## src/verilog/sers_defines.vh

```
// Bit positions, read selects, enable write selects and reset values for the status register sets
`ifndef SERS_DEFINES_VH
`define SERS_DEFINES_VH

// Standard event bit positions
`define SERS_STD_OPS_DONE     0
`define SERS_STD_EMPTY_READ   2
`define SERS_STD_BACKUP_MEM   3
`define SERS_STD_RUN_FAULT    4
`define SERS_STD_INSTR_FAULT  5
`define SERS_STD_LOCAL_REQ    6
`define SERS_STD_POWER_CYC    7

// Operation bit positions
`define SERS_OPR_CONVERTING   4
`define SERS_OPR_AWAIT_START  5
`define SERS_OPR_SMOOTHED     8
`define SERS_OPR_IDLE         10

// Measurement bit positions
`define SERS_MEA_OVER_RANGE   0
`define SERS_MEA_LOW_ONE      1
`define SERS_MEA_HIGH_ONE     2
`define SERS_MEA_LOW_TWO      3
`define SERS_MEA_HIGH_TWO     4
`define SERS_MEA_READY        5
`define SERS_MEA_NOTIFY       6
`define SERS_MEA_TWO_READY    7
`define SERS_MEA_HALF         8
`define SERS_MEA_COMPLETE     9
`define SERS_MEA_WRAPPED      10
`define SERS_MEA_HW_BOUND     11
`define SERS_MEA_QUARTER      12
`define SERS_MEA_THREE_QTR    13
`define SERS_MEA_ANY_BOUND    14

// Questionable bit positions
`define SERS_QUE_JUNCTION     4
`define SERS_QUE_TRIM         8
`define SERS_QUE_IGNORED      14

// Register read select codes
`define SERS_SEL_STD_EVENT    3'h0
`define SERS_SEL_OPR_EVENT    3'h1
`define SERS_SEL_MEA_EVENT    3'h2
`define SERS_SEL_QUE_EVENT    3'h3
`define SERS_SEL_OPR_COND     3'h4
`define SERS_SEL_MEA_COND     3'h5
`define SERS_SEL_QUE_COND     3'h6

// Enable write select codes
`define SERS_EN_STD           2'h0
`define SERS_EN_OPR           2'h1
`define SERS_EN_MEA           2'h2
`define SERS_EN_QUE           2'h3

// Reset values, one bit, replicated to register width
`define SERS_EVENT_RESET      1'h0
`define SERS_ENABLE_RESET     1'h0

`endif

```

## src/verilog/sers_event_set.v

```verilog
// One latched event register with read-clear, enable mask and summary
`timescale 1ns/1ns
`include "sers_defines.vh"

module sers_event_set #(
   parameter WIDTH = 16
) (
   input  wire             i_mclk,
   input  wire             i_srst,
   input  wire [WIDTH-1:0] i_set,
   input  wire             i_read_clr,
   input  wire             i_clear_all,
   input  wire [WIDTH-1:0] i_enable,
   output reg  [WIDTH-1:0] o_event,
   output reg              o_summary
);

   reg [WIDTH-1:0] next_event;

   // Set wins over read-clear and clear-all
   always @* begin
      if (i_read_clr || i_clear_all) begin
         next_event = i_set;
      end else begin
         next_event = o_event | i_set;
      end
   end

   // Event latch
   always @(posedge i_mclk) begin
      if (i_srst) begin
         o_event <= {WIDTH{`SERS_EVENT_RESET}};
      end else begin
         o_event <= next_event;
      end
   end

   // Summary follows latched events and enables at once
   always @* begin
      o_summary = |(o_event & i_enable);
   end

endmodule

```

## src/verilog/sers_status_sets.v

```verilog
// Four status register sets: standard, operation, measurement, questionable
// Notes on behaviour
// - Ops-done sets only when completion query seen and pending operations finished.
// - Empty-read error sets when a response read hits an empty output queue.
// - Backup-memory error sets on cannot-resume-scan or lost-backup-data errors.
// - Run-fault sets on error while executing a received command.
// - Instrument-fault sets on failed instrument operation; placed at bit 5.
// - Local-request sets when front-panel local key press input asserts.
// - Power-cycled sets after each power-up, stays until standard register read or clear-all.
// - Operation bits: converting 4, awaiting start 5, smoothed 8, idle 10.
// - Over-range at measurement bit 0, hardware bound exceeded at bit 11.
// - Bits 1..4 flag the four bounds; bit 14 flags any bound reached.
// - Reading-ready at bit 5 whenever a reading is taken and processed.
// - Buffer-count-notify at bit 6 when stored count reaches notify count.
// - Buffer-two-ready at bit 7 when buffer holds two or more readings.
// - Fill levels: quarter 12, half 8, three quarter 13, complete 9.
// - Buffer-wrapped at bit 10 when a full buffer overwrites readings.
// - Questionable bit 4 junction reference invalid, bit 14 parameter ignored.
// - Questionable bit 8 for bad trim constant, persists until calibration done.
// - Operation, measurement, questionable have live read-only condition registers.
// - Event bits latch to one and hold until the register is read, cleared or reset.
// - Reading an event register clears all its bits except those set in the same cycle.
// - Power-up and clear-all zero event registers; status-defaults leaves them.
// - Each set's summary is one when any event AND enable bit is one.
// - Enable registers 16 bits (standard 8 bits), zeroed by power-up and status-defaults only.
`timescale 1ns/1ns
`include "sers_defines.vh"

module sers_status_sets #(
   parameter CNT_W = 16
) (
   input  wire             i_mclk,
   input  wire             i_srst,
   // Standard event causes, one-cycle pulses from the command engine; i_ops_pending is a level, i_local_key an unsynchronised front-panel input
   input  wire             i_completion_query,
   input  wire             i_ops_pending,
   input  wire             i_empty_read_error,
   input  wire             i_err_resume_scan,
   input  wire             i_err_backup_lost,
   input  wire             i_run_fault,
   input  wire             i_err_setup_mismatch,
   input  wire             i_err_module_comm,
   input  wire             i_err_module_unsupported,
   input  wire             i_local_key,
   // Operation conditions, levels
   input  wire             i_converting,
   input  wire             i_await_start,
   input  wire             i_smoothing_settled,
   input  wire             i_smoothing_off,
   input  wire             i_idle,
   // Measurement sources
   input  wire             i_over_range,
   input  wire [3:0]       i_bound_hit,
   input  wire             i_hw_bound,
   input  wire             i_reading_done,
   input  wire             i_buffer_store,
   input  wire             i_buffer_clear,
   input  wire [CNT_W-1:0] i_buffer_size,
   input  wire [CNT_W-1:0] i_notify_count,
   // Questionable conditions
   input  wire             i_junction_invalid,
   input  wire             i_trim_invalid,
   input  wire             i_calibration_ok,
   input  wire             i_param_ignored,
   // Host command strobes
   input  wire             i_clear_all,
   input  wire             i_status_defaults,
   input  wire             i_enable_wr,
   input  wire [1:0]       i_enable_sel,
   input  wire [15:0]      i_enable_data,
   input  wire             i_read,
   input  wire [2:0]       i_read_sel,
   // Outputs
   output reg  [15:0]      o_read_data,
   output reg              o_read_valid,
   output reg              o_use_default_trim,
   output reg  [3:0]       o_summary
);

   // ****************************************
   // Local declarations
   // ****************************************
   reg  [1:0]       local_sync;
   reg              local_prev;
   reg              power_cycled;
   reg              query_wait;
   reg              trim_bad;
   reg  [CNT_W-1:0] fill_count;
   reg              wrapped_pend;
   reg  [7:0]       en_std;
   reg  [15:0]      en_opr;
   reg  [15:0]      en_mea;
   reg  [15:0]      en_que;
   reg  [15:0]      opr_cond;
   reg  [15:0]      mea_cond;
   reg  [15:0]      que_cond;
   reg  [15:0]      mea_prev;
   reg  [15:0]      opr_prev;
   reg  [15:0]      que_prev;
   reg  [7:0]       std_set;
   reg  [15:0]      mea_pulse;
   wire [7:0]       std_event;
   wire [15:0]      opr_event;
   wire [15:0]      mea_event;
   wire [15:0]      que_event;
   wire [3:0]       summary_w;
   wire [3:0]       read_clr;
   wire             ops_done_now;
   wire             local_edge;
   wire             buffer_full;
   wire [CNT_W+1:0] fill_x4;
   wire [CNT_W+1:0] size_x1;
   wire [CNT_W+1:0] size_x2;
   wire [CNT_W+1:0] size_x3;

   // Read select decode used by several sets
   function rd_hit;
      input       rd;
      input [2:0] sel;
      input [2:0] code;
      begin
         rd_hit = rd && (sel == code);
      end
   endfunction

   // ****************************************
   // Standard event sources
   // ****************************************

   // Local key synchroniser and edge
   always @(posedge i_mclk) begin
      if (i_srst) begin
         local_sync <= 2'h0;
         local_prev <= 1'b0;
      end else begin
         local_sync <= {local_sync[0], i_local_key};
         local_prev <= local_sync[1];
      end
   end
   assign local_edge = local_sync[1] & ~local_prev;

   // Completion query waits for pending operations to drain
   always @(posedge i_mclk) begin
      if (i_srst) begin
         query_wait <= 1'b0;
      end else if (ops_done_now) begin
         query_wait <= 1'b0;
      end else if (i_completion_query) begin
         query_wait <= 1'b1;
      end
   end
   assign ops_done_now = (i_completion_query | query_wait) & ~i_ops_pending;

   // Power-cycled set once in the first cycle after reset
   always @(posedge i_mclk) begin
      if (i_srst) begin
         power_cycled <= 1'b1;
      end else begin
         power_cycled <= 1'b0;
      end
   end

   // Standard event set vector
   always @* begin
      std_set = 8'h00;
      std_set[`SERS_STD_OPS_DONE]    = ops_done_now;
      std_set[`SERS_STD_EMPTY_READ]  = i_empty_read_error;
      std_set[`SERS_STD_BACKUP_MEM]  = i_err_resume_scan | i_err_backup_lost;
      std_set[`SERS_STD_RUN_FAULT]   = i_run_fault;
      std_set[`SERS_STD_INSTR_FAULT] = i_err_setup_mismatch | i_err_module_comm
                                       | i_err_module_unsupported;
      std_set[`SERS_STD_LOCAL_REQ]   = local_edge;
      std_set[`SERS_STD_POWER_CYC]   = power_cycled;
   end

   // ****************************************
   // Buffer fill tracking
   // ****************************************

   // Stored count saturates at buffer size, wrap pulses on overwrite
   always @(posedge i_mclk) begin
      if (i_srst || i_buffer_clear) begin
         fill_count   <= {CNT_W{1'b0}};
         wrapped_pend <= 1'b0;
      end else if (i_buffer_store) begin
         if (buffer_full) begin
            wrapped_pend <= 1'b1;
         end else begin
            fill_count   <= fill_count + {{(CNT_W-1){1'b0}}, 1'b1};
            wrapped_pend <= 1'b0;
         end
      end else begin
         wrapped_pend <= 1'b0;
      end
   end
   assign buffer_full = (i_buffer_size != {CNT_W{1'b0}}) && (fill_count >= i_buffer_size);
   assign fill_x4 = {fill_count, 2'b00};
   assign size_x1 = {2'b00, i_buffer_size};
   assign size_x2 = {1'b0, i_buffer_size, 1'b0};
   assign size_x3 = size_x1 + size_x2;

   // ****************************************
   // Condition registers
   // ****************************************

   // Trim constant fault holds until a good calibration
   always @(posedge i_mclk) begin
      if (i_srst) begin
         trim_bad           <= 1'b0;
         o_use_default_trim <= 1'b0;
      end else begin
         if (i_calibration_ok) begin
            trim_bad <= 1'b0;
         end else if (i_trim_invalid) begin
            trim_bad <= 1'b1;
         end
         o_use_default_trim <= ~i_calibration_ok & (trim_bad | i_trim_invalid);
      end
   end

   // Live conditions, unused bits read zero
   always @(posedge i_mclk) begin
      if (i_srst) begin
         opr_cond <= 16'h0000;
         mea_cond <= 16'h0000;
         que_cond <= 16'h0000;
      end else begin
         opr_cond <= 16'h0000;
         opr_cond[`SERS_OPR_CONVERTING]  <= i_converting;
         opr_cond[`SERS_OPR_AWAIT_START] <= i_await_start;
         opr_cond[`SERS_OPR_SMOOTHED]    <= i_smoothing_settled | i_smoothing_off;
         opr_cond[`SERS_OPR_IDLE]        <= i_idle;
         mea_cond <= 16'h0000;
         mea_cond[`SERS_MEA_OVER_RANGE]  <= i_over_range;
         mea_cond[`SERS_MEA_HIGH_TWO:`SERS_MEA_LOW_ONE] <= i_bound_hit;
         mea_cond[`SERS_MEA_ANY_BOUND]   <= |i_bound_hit;
         mea_cond[`SERS_MEA_HW_BOUND]    <= i_hw_bound;
         mea_cond[`SERS_MEA_NOTIFY]      <= (i_notify_count != {CNT_W{1'b0}})
                                            && (fill_count >= i_notify_count);
         mea_cond[`SERS_MEA_TWO_READY]   <= fill_count >= {{(CNT_W-2){1'b0}}, 2'h2};
         mea_cond[`SERS_MEA_QUARTER]     <= (i_buffer_size != {CNT_W{1'b0}})
                                            && (fill_x4 >= size_x1);
         mea_cond[`SERS_MEA_HALF]        <= (i_buffer_size != {CNT_W{1'b0}})
                                            && (fill_x4 >= size_x2);
         mea_cond[`SERS_MEA_THREE_QTR]   <= (i_buffer_size != {CNT_W{1'b0}})
                                            && (fill_x4 >= size_x3);
         mea_cond[`SERS_MEA_COMPLETE]    <= buffer_full;
         que_cond <= 16'h0000;
         que_cond[`SERS_QUE_JUNCTION]    <= i_junction_invalid;
         que_cond[`SERS_QUE_TRIM]        <= trim_bad;
         que_cond[`SERS_QUE_IGNORED]     <= i_param_ignored;
      end
   end

   // Previous conditions for rising-edge events
   always @(posedge i_mclk) begin
      if (i_srst) begin
         opr_prev <= 16'h0000;
         mea_prev <= 16'h0000;
         que_prev <= 16'h0000;
      end else begin
         opr_prev <= opr_cond;
         mea_prev <= mea_cond;
         que_prev <= que_cond;
      end
   end

   // Pulse-type measurement events
   always @* begin
      mea_pulse = 16'h0000;
      mea_pulse[`SERS_MEA_READY]   = i_reading_done;
      mea_pulse[`SERS_MEA_WRAPPED] = wrapped_pend;
   end

   // ****************************************
   // Enable registers
   // ****************************************
   always @(posedge i_mclk) begin
      if (i_srst || i_status_defaults) begin
         en_std <= {8{`SERS_ENABLE_RESET}};
         en_opr <= {16{`SERS_ENABLE_RESET}};
         en_mea <= {16{`SERS_ENABLE_RESET}};
         en_que <= {16{`SERS_ENABLE_RESET}};
      end else if (i_enable_wr) begin
         case (i_enable_sel)
            `SERS_EN_STD: en_std <= i_enable_data[7:0];
            `SERS_EN_OPR: en_opr <= i_enable_data;
            `SERS_EN_MEA: en_mea <= i_enable_data;
            default:      en_que <= i_enable_data;
         endcase
      end
   end

   // ****************************************
   // Event sets
   // ****************************************
   assign read_clr[0] = rd_hit(i_read, i_read_sel, `SERS_SEL_STD_EVENT);
   assign read_clr[1] = rd_hit(i_read, i_read_sel, `SERS_SEL_OPR_EVENT);
   assign read_clr[2] = rd_hit(i_read, i_read_sel, `SERS_SEL_MEA_EVENT);
   assign read_clr[3] = rd_hit(i_read, i_read_sel, `SERS_SEL_QUE_EVENT);

   sers_event_set #(.WIDTH(8)) u_std (
      .i_mclk      (i_mclk),
      .i_srst      (i_srst),
      .i_set       (std_set),
      .i_read_clr  (read_clr[0]),
      .i_clear_all (i_clear_all),
      .i_enable    (en_std),
      .o_event     (std_event),
      .o_summary   (summary_w[0])
   );

   sers_event_set #(.WIDTH(16)) u_opr (
      .i_mclk      (i_mclk),
      .i_srst      (i_srst),
      .i_set       (opr_cond & ~opr_prev),
      .i_read_clr  (read_clr[1]),
      .i_clear_all (i_clear_all),
      .i_enable    (en_opr),
      .o_event     (opr_event),
      .o_summary   (summary_w[1])
   );

   sers_event_set #(.WIDTH(16)) u_mea (
      .i_mclk      (i_mclk),
      .i_srst      (i_srst),
      .i_set       ((mea_cond & ~mea_prev) | mea_pulse),
      .i_read_clr  (read_clr[2]),
      .i_clear_all (i_clear_all),
      .i_enable    (en_mea),
      .o_event     (mea_event),
      .o_summary   (summary_w[2])
   );

   sers_event_set #(.WIDTH(16)) u_que (
      .i_mclk      (i_mclk),
      .i_srst      (i_srst),
      .i_set       (que_cond & ~que_prev),
      .i_read_clr  (read_clr[3]),
      .i_clear_all (i_clear_all),
      .i_enable    (en_que),
      .o_event     (que_event),
      .o_summary   (summary_w[3])
   );

   // ****************************************
   // Read port and summaries
   // ****************************************
   always @(posedge i_mclk) begin
      if (i_srst) begin
         o_read_data  <= 16'h0000;
         o_read_valid <= 1'b0;
         o_summary    <= 4'h0;
      end else begin
         o_summary    <= summary_w;
         o_read_valid <= i_read;
         if (i_read) begin
            case (i_read_sel)
               `SERS_SEL_STD_EVENT: o_read_data <= {8'h00, std_event};
               `SERS_SEL_OPR_EVENT: o_read_data <= opr_event;
               `SERS_SEL_MEA_EVENT: o_read_data <= mea_event;
               `SERS_SEL_QUE_EVENT: o_read_data <= que_event;
               `SERS_SEL_OPR_COND:  o_read_data <= opr_cond;
               `SERS_SEL_MEA_COND:  o_read_data <= mea_cond;
               `SERS_SEL_QUE_COND:  o_read_data <= que_cond;
               default:             o_read_data <= 16'h0000;
            endcase
         end
      end
   end

endmodule

```

## config.mk

```make
export PLATFORM = sky130hd
export DESIGN_NAME = sers_status_sets
export DESIGN_NICKNAME = d
export VERILOG_FILES = /design/src/verilog/sers_event_set.v /design/src/verilog/sers_status_sets.v
export VERILOG_INCLUDE_DIRS = /design/src /design/src/verilog
export SDC_FILE = /design/constraint.sdc
export NUM_CORES = 1
export LEC_CHECK = 0
export BUFFER_PORTS_ARGS = -buffer_cell sky130_fd_sc_hd__buf_2
export CAP_MARGIN = 20
export CORE_MARGIN = 2
export CORE_UTILIZATION = 40
export DETAILED_ROUTE_END_ITERATION = 6
export PLACE_DENSITY = 0.61
export SLEW_MARGIN = 20
export SYNTH_ARGS = -nofsm -noshare
export SYNTH_HDL_FRONTEND = slang
export SYNTH_HIERARCHICAL = 1
export SYNTH_SLANG_ARGS = --single-unit
```

## constraint.sdc

```tcl
create_clock -name i_mclk -period 6 [get_ports i_mclk]
set_clock_uncertainty 0.05 [all_clocks]
set_input_delay 1.2 -clock i_mclk [delete_from_list [all_inputs] [get_ports i_mclk]]
set_output_delay 1.2 -clock i_mclk [all_outputs]
set_load 0.005 [all_outputs]
```

# Word-level counts from Yosys, hierarchy flattened
# Index checks and enable logic that the tools add are counted.
classes:
  magnitude_cmp: 6
  shifts: 0
  eq_ne: 8
  multipliers: 0
  add_sub_neg: 2
  reduce_logical: 34
  bitwise: 30
  mux: 7
  div: 0
op_table:
  columns: ["op", "n"]
  rows:
  - ["case mux 16 bit (7 select lines)", 1]
  - ["AND 16 bit", 6]
  - ["two-way mux 16 bit", 3]
  - ["inverter 16 bit", 3]
  - ["OR 16 bit", 3]
  - ["OR reduction 16 bit", 3]
  - [">= comparator 16 bit", 2]
  - ["nonzero test 16 bit", 2]
  - ["adder 16 x 17 -> 18 bit", 1]
  - [">= comparator 18 x 16 -> 1 bit", 1]
  - [">= comparator 18 x 17 -> 1 bit", 1]
  - [">= comparator 18 bit", 1]
  - ["adder 16 x 1 -> 16 bit (second input constant)", 1]
  - [">= comparator 16 x 2 -> 1 bit (second input constant)", 1]
  - ["OR 16 x 11 -> 16 bit", 1]
  - ["AND reduction 2 bit", 5]
  - ["equality test 3 bit (second input constant)", 3]
  - ["logical AND 1 bit", 9]
  - ["AND 8 bit", 1]
  - ["two-way mux 8 bit", 1]
  - ["OR 8 bit", 1]
  - ["OR reduction 2 bit", 4]
  - ["OR reduction 8 bit", 1]
  - ["equality test 3 x 2 -> 1 bit (second input constant)", 2]
  - ["other kinds (12)", 30]
totals:
  wordCells: 116
  input_bits: 87
  memories: 0
  latch_bits: 0
  output_inout_bits: 22
  ff_bits: 253
  mem_bits_rw: 0
  rom_bits: 0

# Depth between registers and ports, before layout
depth:
  word_depth: 5
  depth_mapped: 14
  ltp_nobuf: 14

# By module
# The synthesis kept the hierarchy.
by_module_without_submodules:
  columns: ["mod", "n_inst", "cells_per_inst", "area_per_inst_um2", "seq_area_each_um2"]
  rows:
  - ["sers_status_sets", 1, 968, 8096.5, 2822.7]
  - ["sers_event_set at u_mea ...", 3, 61, 598.1, 320.3]
  - ["sers_event_set at u_std", 1, 38, 340.3, 160.2]

# Worst setup path before layout
# OpenSTA, ideal clock, no wires.
synth_timing:
  kind: "in2reg"
  start: "in i_buffer_size[1]"
  end: "reg mea_cond[13]"
  n_path_buf: 0
  setup_ns: 0.122
  required_time_ns: 5.828
  setup_slack_ns: 2.220
  cell_stages: 13
  t_arrival_ns: 3.608
  cell_sequence: "and2_1 fa_1 a21oi_1 o22ai_1 o41ai_2 o2111ai_1 a21o_1 xnor2_1 ha_1 a21oi_1 nand2_1 o211ai_1 a21oi_1"
synth_between:
  elab_chain_cells: 3
  word_cells_on_any_way: 4
  classes_between: "1 x add/sub; 1 x order compare; 2 x reduce/logical"
synth_lines:
  columns: ["item", "line", "text"]
  rows:
  - ["start: declaration", "sers_status_sets.v:58", "input wire [CNT_W-1:0] i_buffer_size,"]
  - ["adder 16 x 17 -> 18 bit", "sers_status_sets.v:200", "assign size_x3 = size_x1 + size_x2;"]
  - [">= comparator 18 bit", "sers_status_sets.v:246", "&& (fill_x4 >= size_x3);"]
  - ["logical AND 1 bit *", "sers_status_sets.v:246", null]
  - ["end signal: indexed assignment", "sers_status_sets.v:243", "mea_cond[`SERS_MEA_HALF] <= (i_buffer_size != {CNT_W{1'b0}})"]
  - ["end signal: indexed assignment", "sers_status_sets.v:245", "mea_cond[`SERS_MEA_THREE_QTR] <= (i_buffer_size != {CNT_W{1'b0}})"]
  - ["end signal: indexed assignment", "sers_status_sets.v:247", "mea_cond[`SERS_MEA_COMPLETE] <= buffer_full;"]
  - ["end: declaration", "sers_status_sets.v:95", "reg [15:0] mea_cond;"]
# Every way passes the cells marked *; elsewhere a longest branch is shown, timed or not.
# A chain may end at the register's enable or synchronous reset.

# Worst setup path after layout
# Same ends and word-level chain as after synthesis.

==> results.tsv <==
metric	value	unit
ir_drop	0.138	mV
cts_setup_buffers	0	
antenna_found_initial	0	
die_w	164	microns
combPwrFrac	0.116	
worst_slew_pin_slew	1.11	ns
port_buffers	108	
maxCapViolCount	0	
drt_first_pass_iters	5	
drt_iter0_markers	652	
synth_top_area_frac	0.385	
num_vias	8660	
synth_edf_count	0	
ctsHtreeMaxLevel	4	
ant_nets	0	
routedWlPerCell	17.3	microns
hp-class	flip-flop to flip-flop	
critPathRequiredTime	6.28	ns
power.density	252	nW/um^2
dp_cells	1605	
routed_wl	28300	microns
diodes	0	
rsz0062_at_grt	no	
initial_utilization	0.406	
hold_buffers	0	
syn_avg_cell_area	8.60	sq um
p_int	2.20	mW
cellLeakagePower	5.12	nW
clkSinkCount	197	
arrival	4.13	ns
setup.worst_path.end_class	flip-flop	
die-area	26900	sq um
ios	109	
relSlewSlack	0.261	
seqPwrFrac	0.470	
die_h	164	microns
cts.clk_slew.worst_paths	0.07	ns
area_delta_synth_final	14.5	%
ys_warn_count	6	
p_sw_frac	0.256	
p_clk_frac	0.414	
syn_area	10200	sq um
drc	0	
root_buffer	clkbuf_16	
async_flop_share	0	
synth_seq_area_share	0.385	
std_cell_rows	58	
p_switching	0.756	mW
vias_per_cell	5.29	
gp_congestion	0.848	
layout-drive-gt1-share	0.135	
start_kind	primary input	
hold_viol_final	0	
fin_nets	1484	
fmax	259	MHz
power	2.95	mW
cts_buffers	17	
slew_viol_final	0	
layout_min_cycle_time	3.86	ns
setup_viol	0	
ctsResizeCount	0	
cts_tree	done	
synth_area_leaders	dfxtp_1 (39%), ha_1 (12%), a21oi_1 (7.6%)	
syn_inst	1189	
crit_type	primary input to flip-flop	
grt.total_usage	0.214	
core-area	25200	sq um
critPathMaxFanout	8	
cts.path.max_buffers	2	
min_period_over_period	0.643	
ys_ff_latch	197	
fin_tns_setup	0	ns
ys_types	69	
grt_pass1_vias	8165	
grt.overflow.total	0	
synth_flop_cell	dfxtp_1	
grt_first_pass_wirelength	44300	microns
dp_hpwl	20700	microns
worstSkewPairLatency	0.44	ns
grt_max_degree	84	
status	finished clean	
final_cells	1637	
yosysTopAreaCell	dfxtp_1	
## registers in the layout (all words and copies together), names as in the netlist, 2 cells and up
register	count
opr_prev	4
en_que	16
u_mea/o_event	16
u_std/o_event	8
en_std	8
que_cond	3
en_mea	16
que_prev	3
en_opr	16
opr_cond	4
mea_prev	13
o_read_data	16
fill_count	16
u_que/o_event	16
u_opr/o_event	16
local_sync	2
mea_cond	13
o_summary	4
## metrics by stage
stage	instance area, sq um	util	setup WS [ns]	hold slack (ns)
floorplan	10300	-	2.22	0.361
global placement	11100	0.439	1.77	0.365
detailed placement	11100	0.439	1.74	0.368
CTS	11700	0.464	2.18	0.377
global route	11700	0.465	1.93	0.401
finish	11700	0.465	2.14	0.378
## synthesized netlist by cell type, types with 4 or more instances
library cell,instances
nor3b_1,5
mux2_2,5
buf_2,10
nand2_1,135
nor3_1,6
dfxtp_1,197
o31ai_1,4
a31oi_1,4
a21oi_2,4
nor2_1,112
nand2b_1,5
clkbuf_1,29
and3_1,4
a221oi_2,12
a22o_1,22
buf_6,4
xor2_1,4
nand3_1,18
o211ai_1,4
mux2i_1,25
or3b_1,8
nor4_1,12
buf_1,4
ha_1,101
xnor2_1,7
inv_1,50
a21oi_1,155
a21o_1,20
nand4_1,15
or2_2,6
or3_1,19
o21ai_0,34
a22oi_1,22
nor2b_1,65
and2_1,4
## layout make-up
type	instances	area, sq um
Clock buffer	20	447
Clock inverter	11	173
Fill cell	2507	13500
Inverter	51	191
Multi-Input combinational cell	916	5960
Sequential cell	197	3940
Tap cell	330	413
Timing Repair Buffer	112	586
## final timing paths
| check | startpoint | to | slack [ns] | depth (start not counted) |
|---|---|---|---|---|
| worst max-delay path | i_buffer_size[1] | mea_cond[13] | 2.14 | 15 |
| worst min-delay path | power_cycled | u_std/o_event[7] | 0.38 | 2 |
| worst max register to register | fill_count[15] | fill_count[15] | 3.35 | 7 |
| worst min register to register | power_cycled | u_std/o_event[7] | 0.38 | 2 |
## worst max-delay path, stage by stage
cell,delay (ns)
buf_2,0.15
and2_1,0.18
fa_1,0.40
a21oi_1,0.21
o22ai_1,0.15
o41ai_2,0.47
o21bai_1,0.11
a21oi_1,0.19
xor2_1,0.19
ha_1,0.26
and4_1,0.19
o21ai_0,0.08
a31oi_1,0.08
o211ai_1,0.18
a21oi_1,0.08
## power groups by stage
stage	clock network [mW]	registers, mW	logic, mW
after global routing	1.29	1.39	0.386
after global placement	0	1.42	0.334
after floorplan	0	1.40	0.229
after detailed placement	0	1.42	0.338
final	1.22	1.39	0.343
after CTS	1.24	1.39	0.341
## cells in the final DEF (no fill, tap or decap), types with 5 or more instances in the layout
master and n:
dfxtp_1 197, a21oi_1 155, nand2_1 135, nor2_1 111
buf_2 107, ha_1 101, nor2b_1 65, inv_1 50
o21ai_0 34, conb_1 27, mux2i_1 25, a22oi_1 22
a22o_1 22, a21o_1 20, or3_1 19, nand3_1 18
clkbuf_16 17, nand4_1 15, nor4_1 12, a221oi_2 12
or3b_1 8, xnor2_1 7, or2_2 6, nor3_1 6
nand2b_1 5, mux2_2 5, nor3b_1 5
## kinds of logic after synthesis
logic type | synth area share
AO/OA/AOI/OAI | 0.201
buffers and inverters | 0.0423
multiplexers | 0.0300
other | 0.000367
flip-flops | 0.385
XOR/XNOR | 0.00942
AND/OR/NAND/NOR | 0.206
adder cells (fa/ha/maj) | 0.125
## metal layers
layer	global-route usage	share of wire
met2	0.343	0.46
met3	0.0359	0.057
met4	0.0710	0.023
met5	0	0
met1	0.292	0.46
Note: power is estimated with default switching activity, not from simulation.
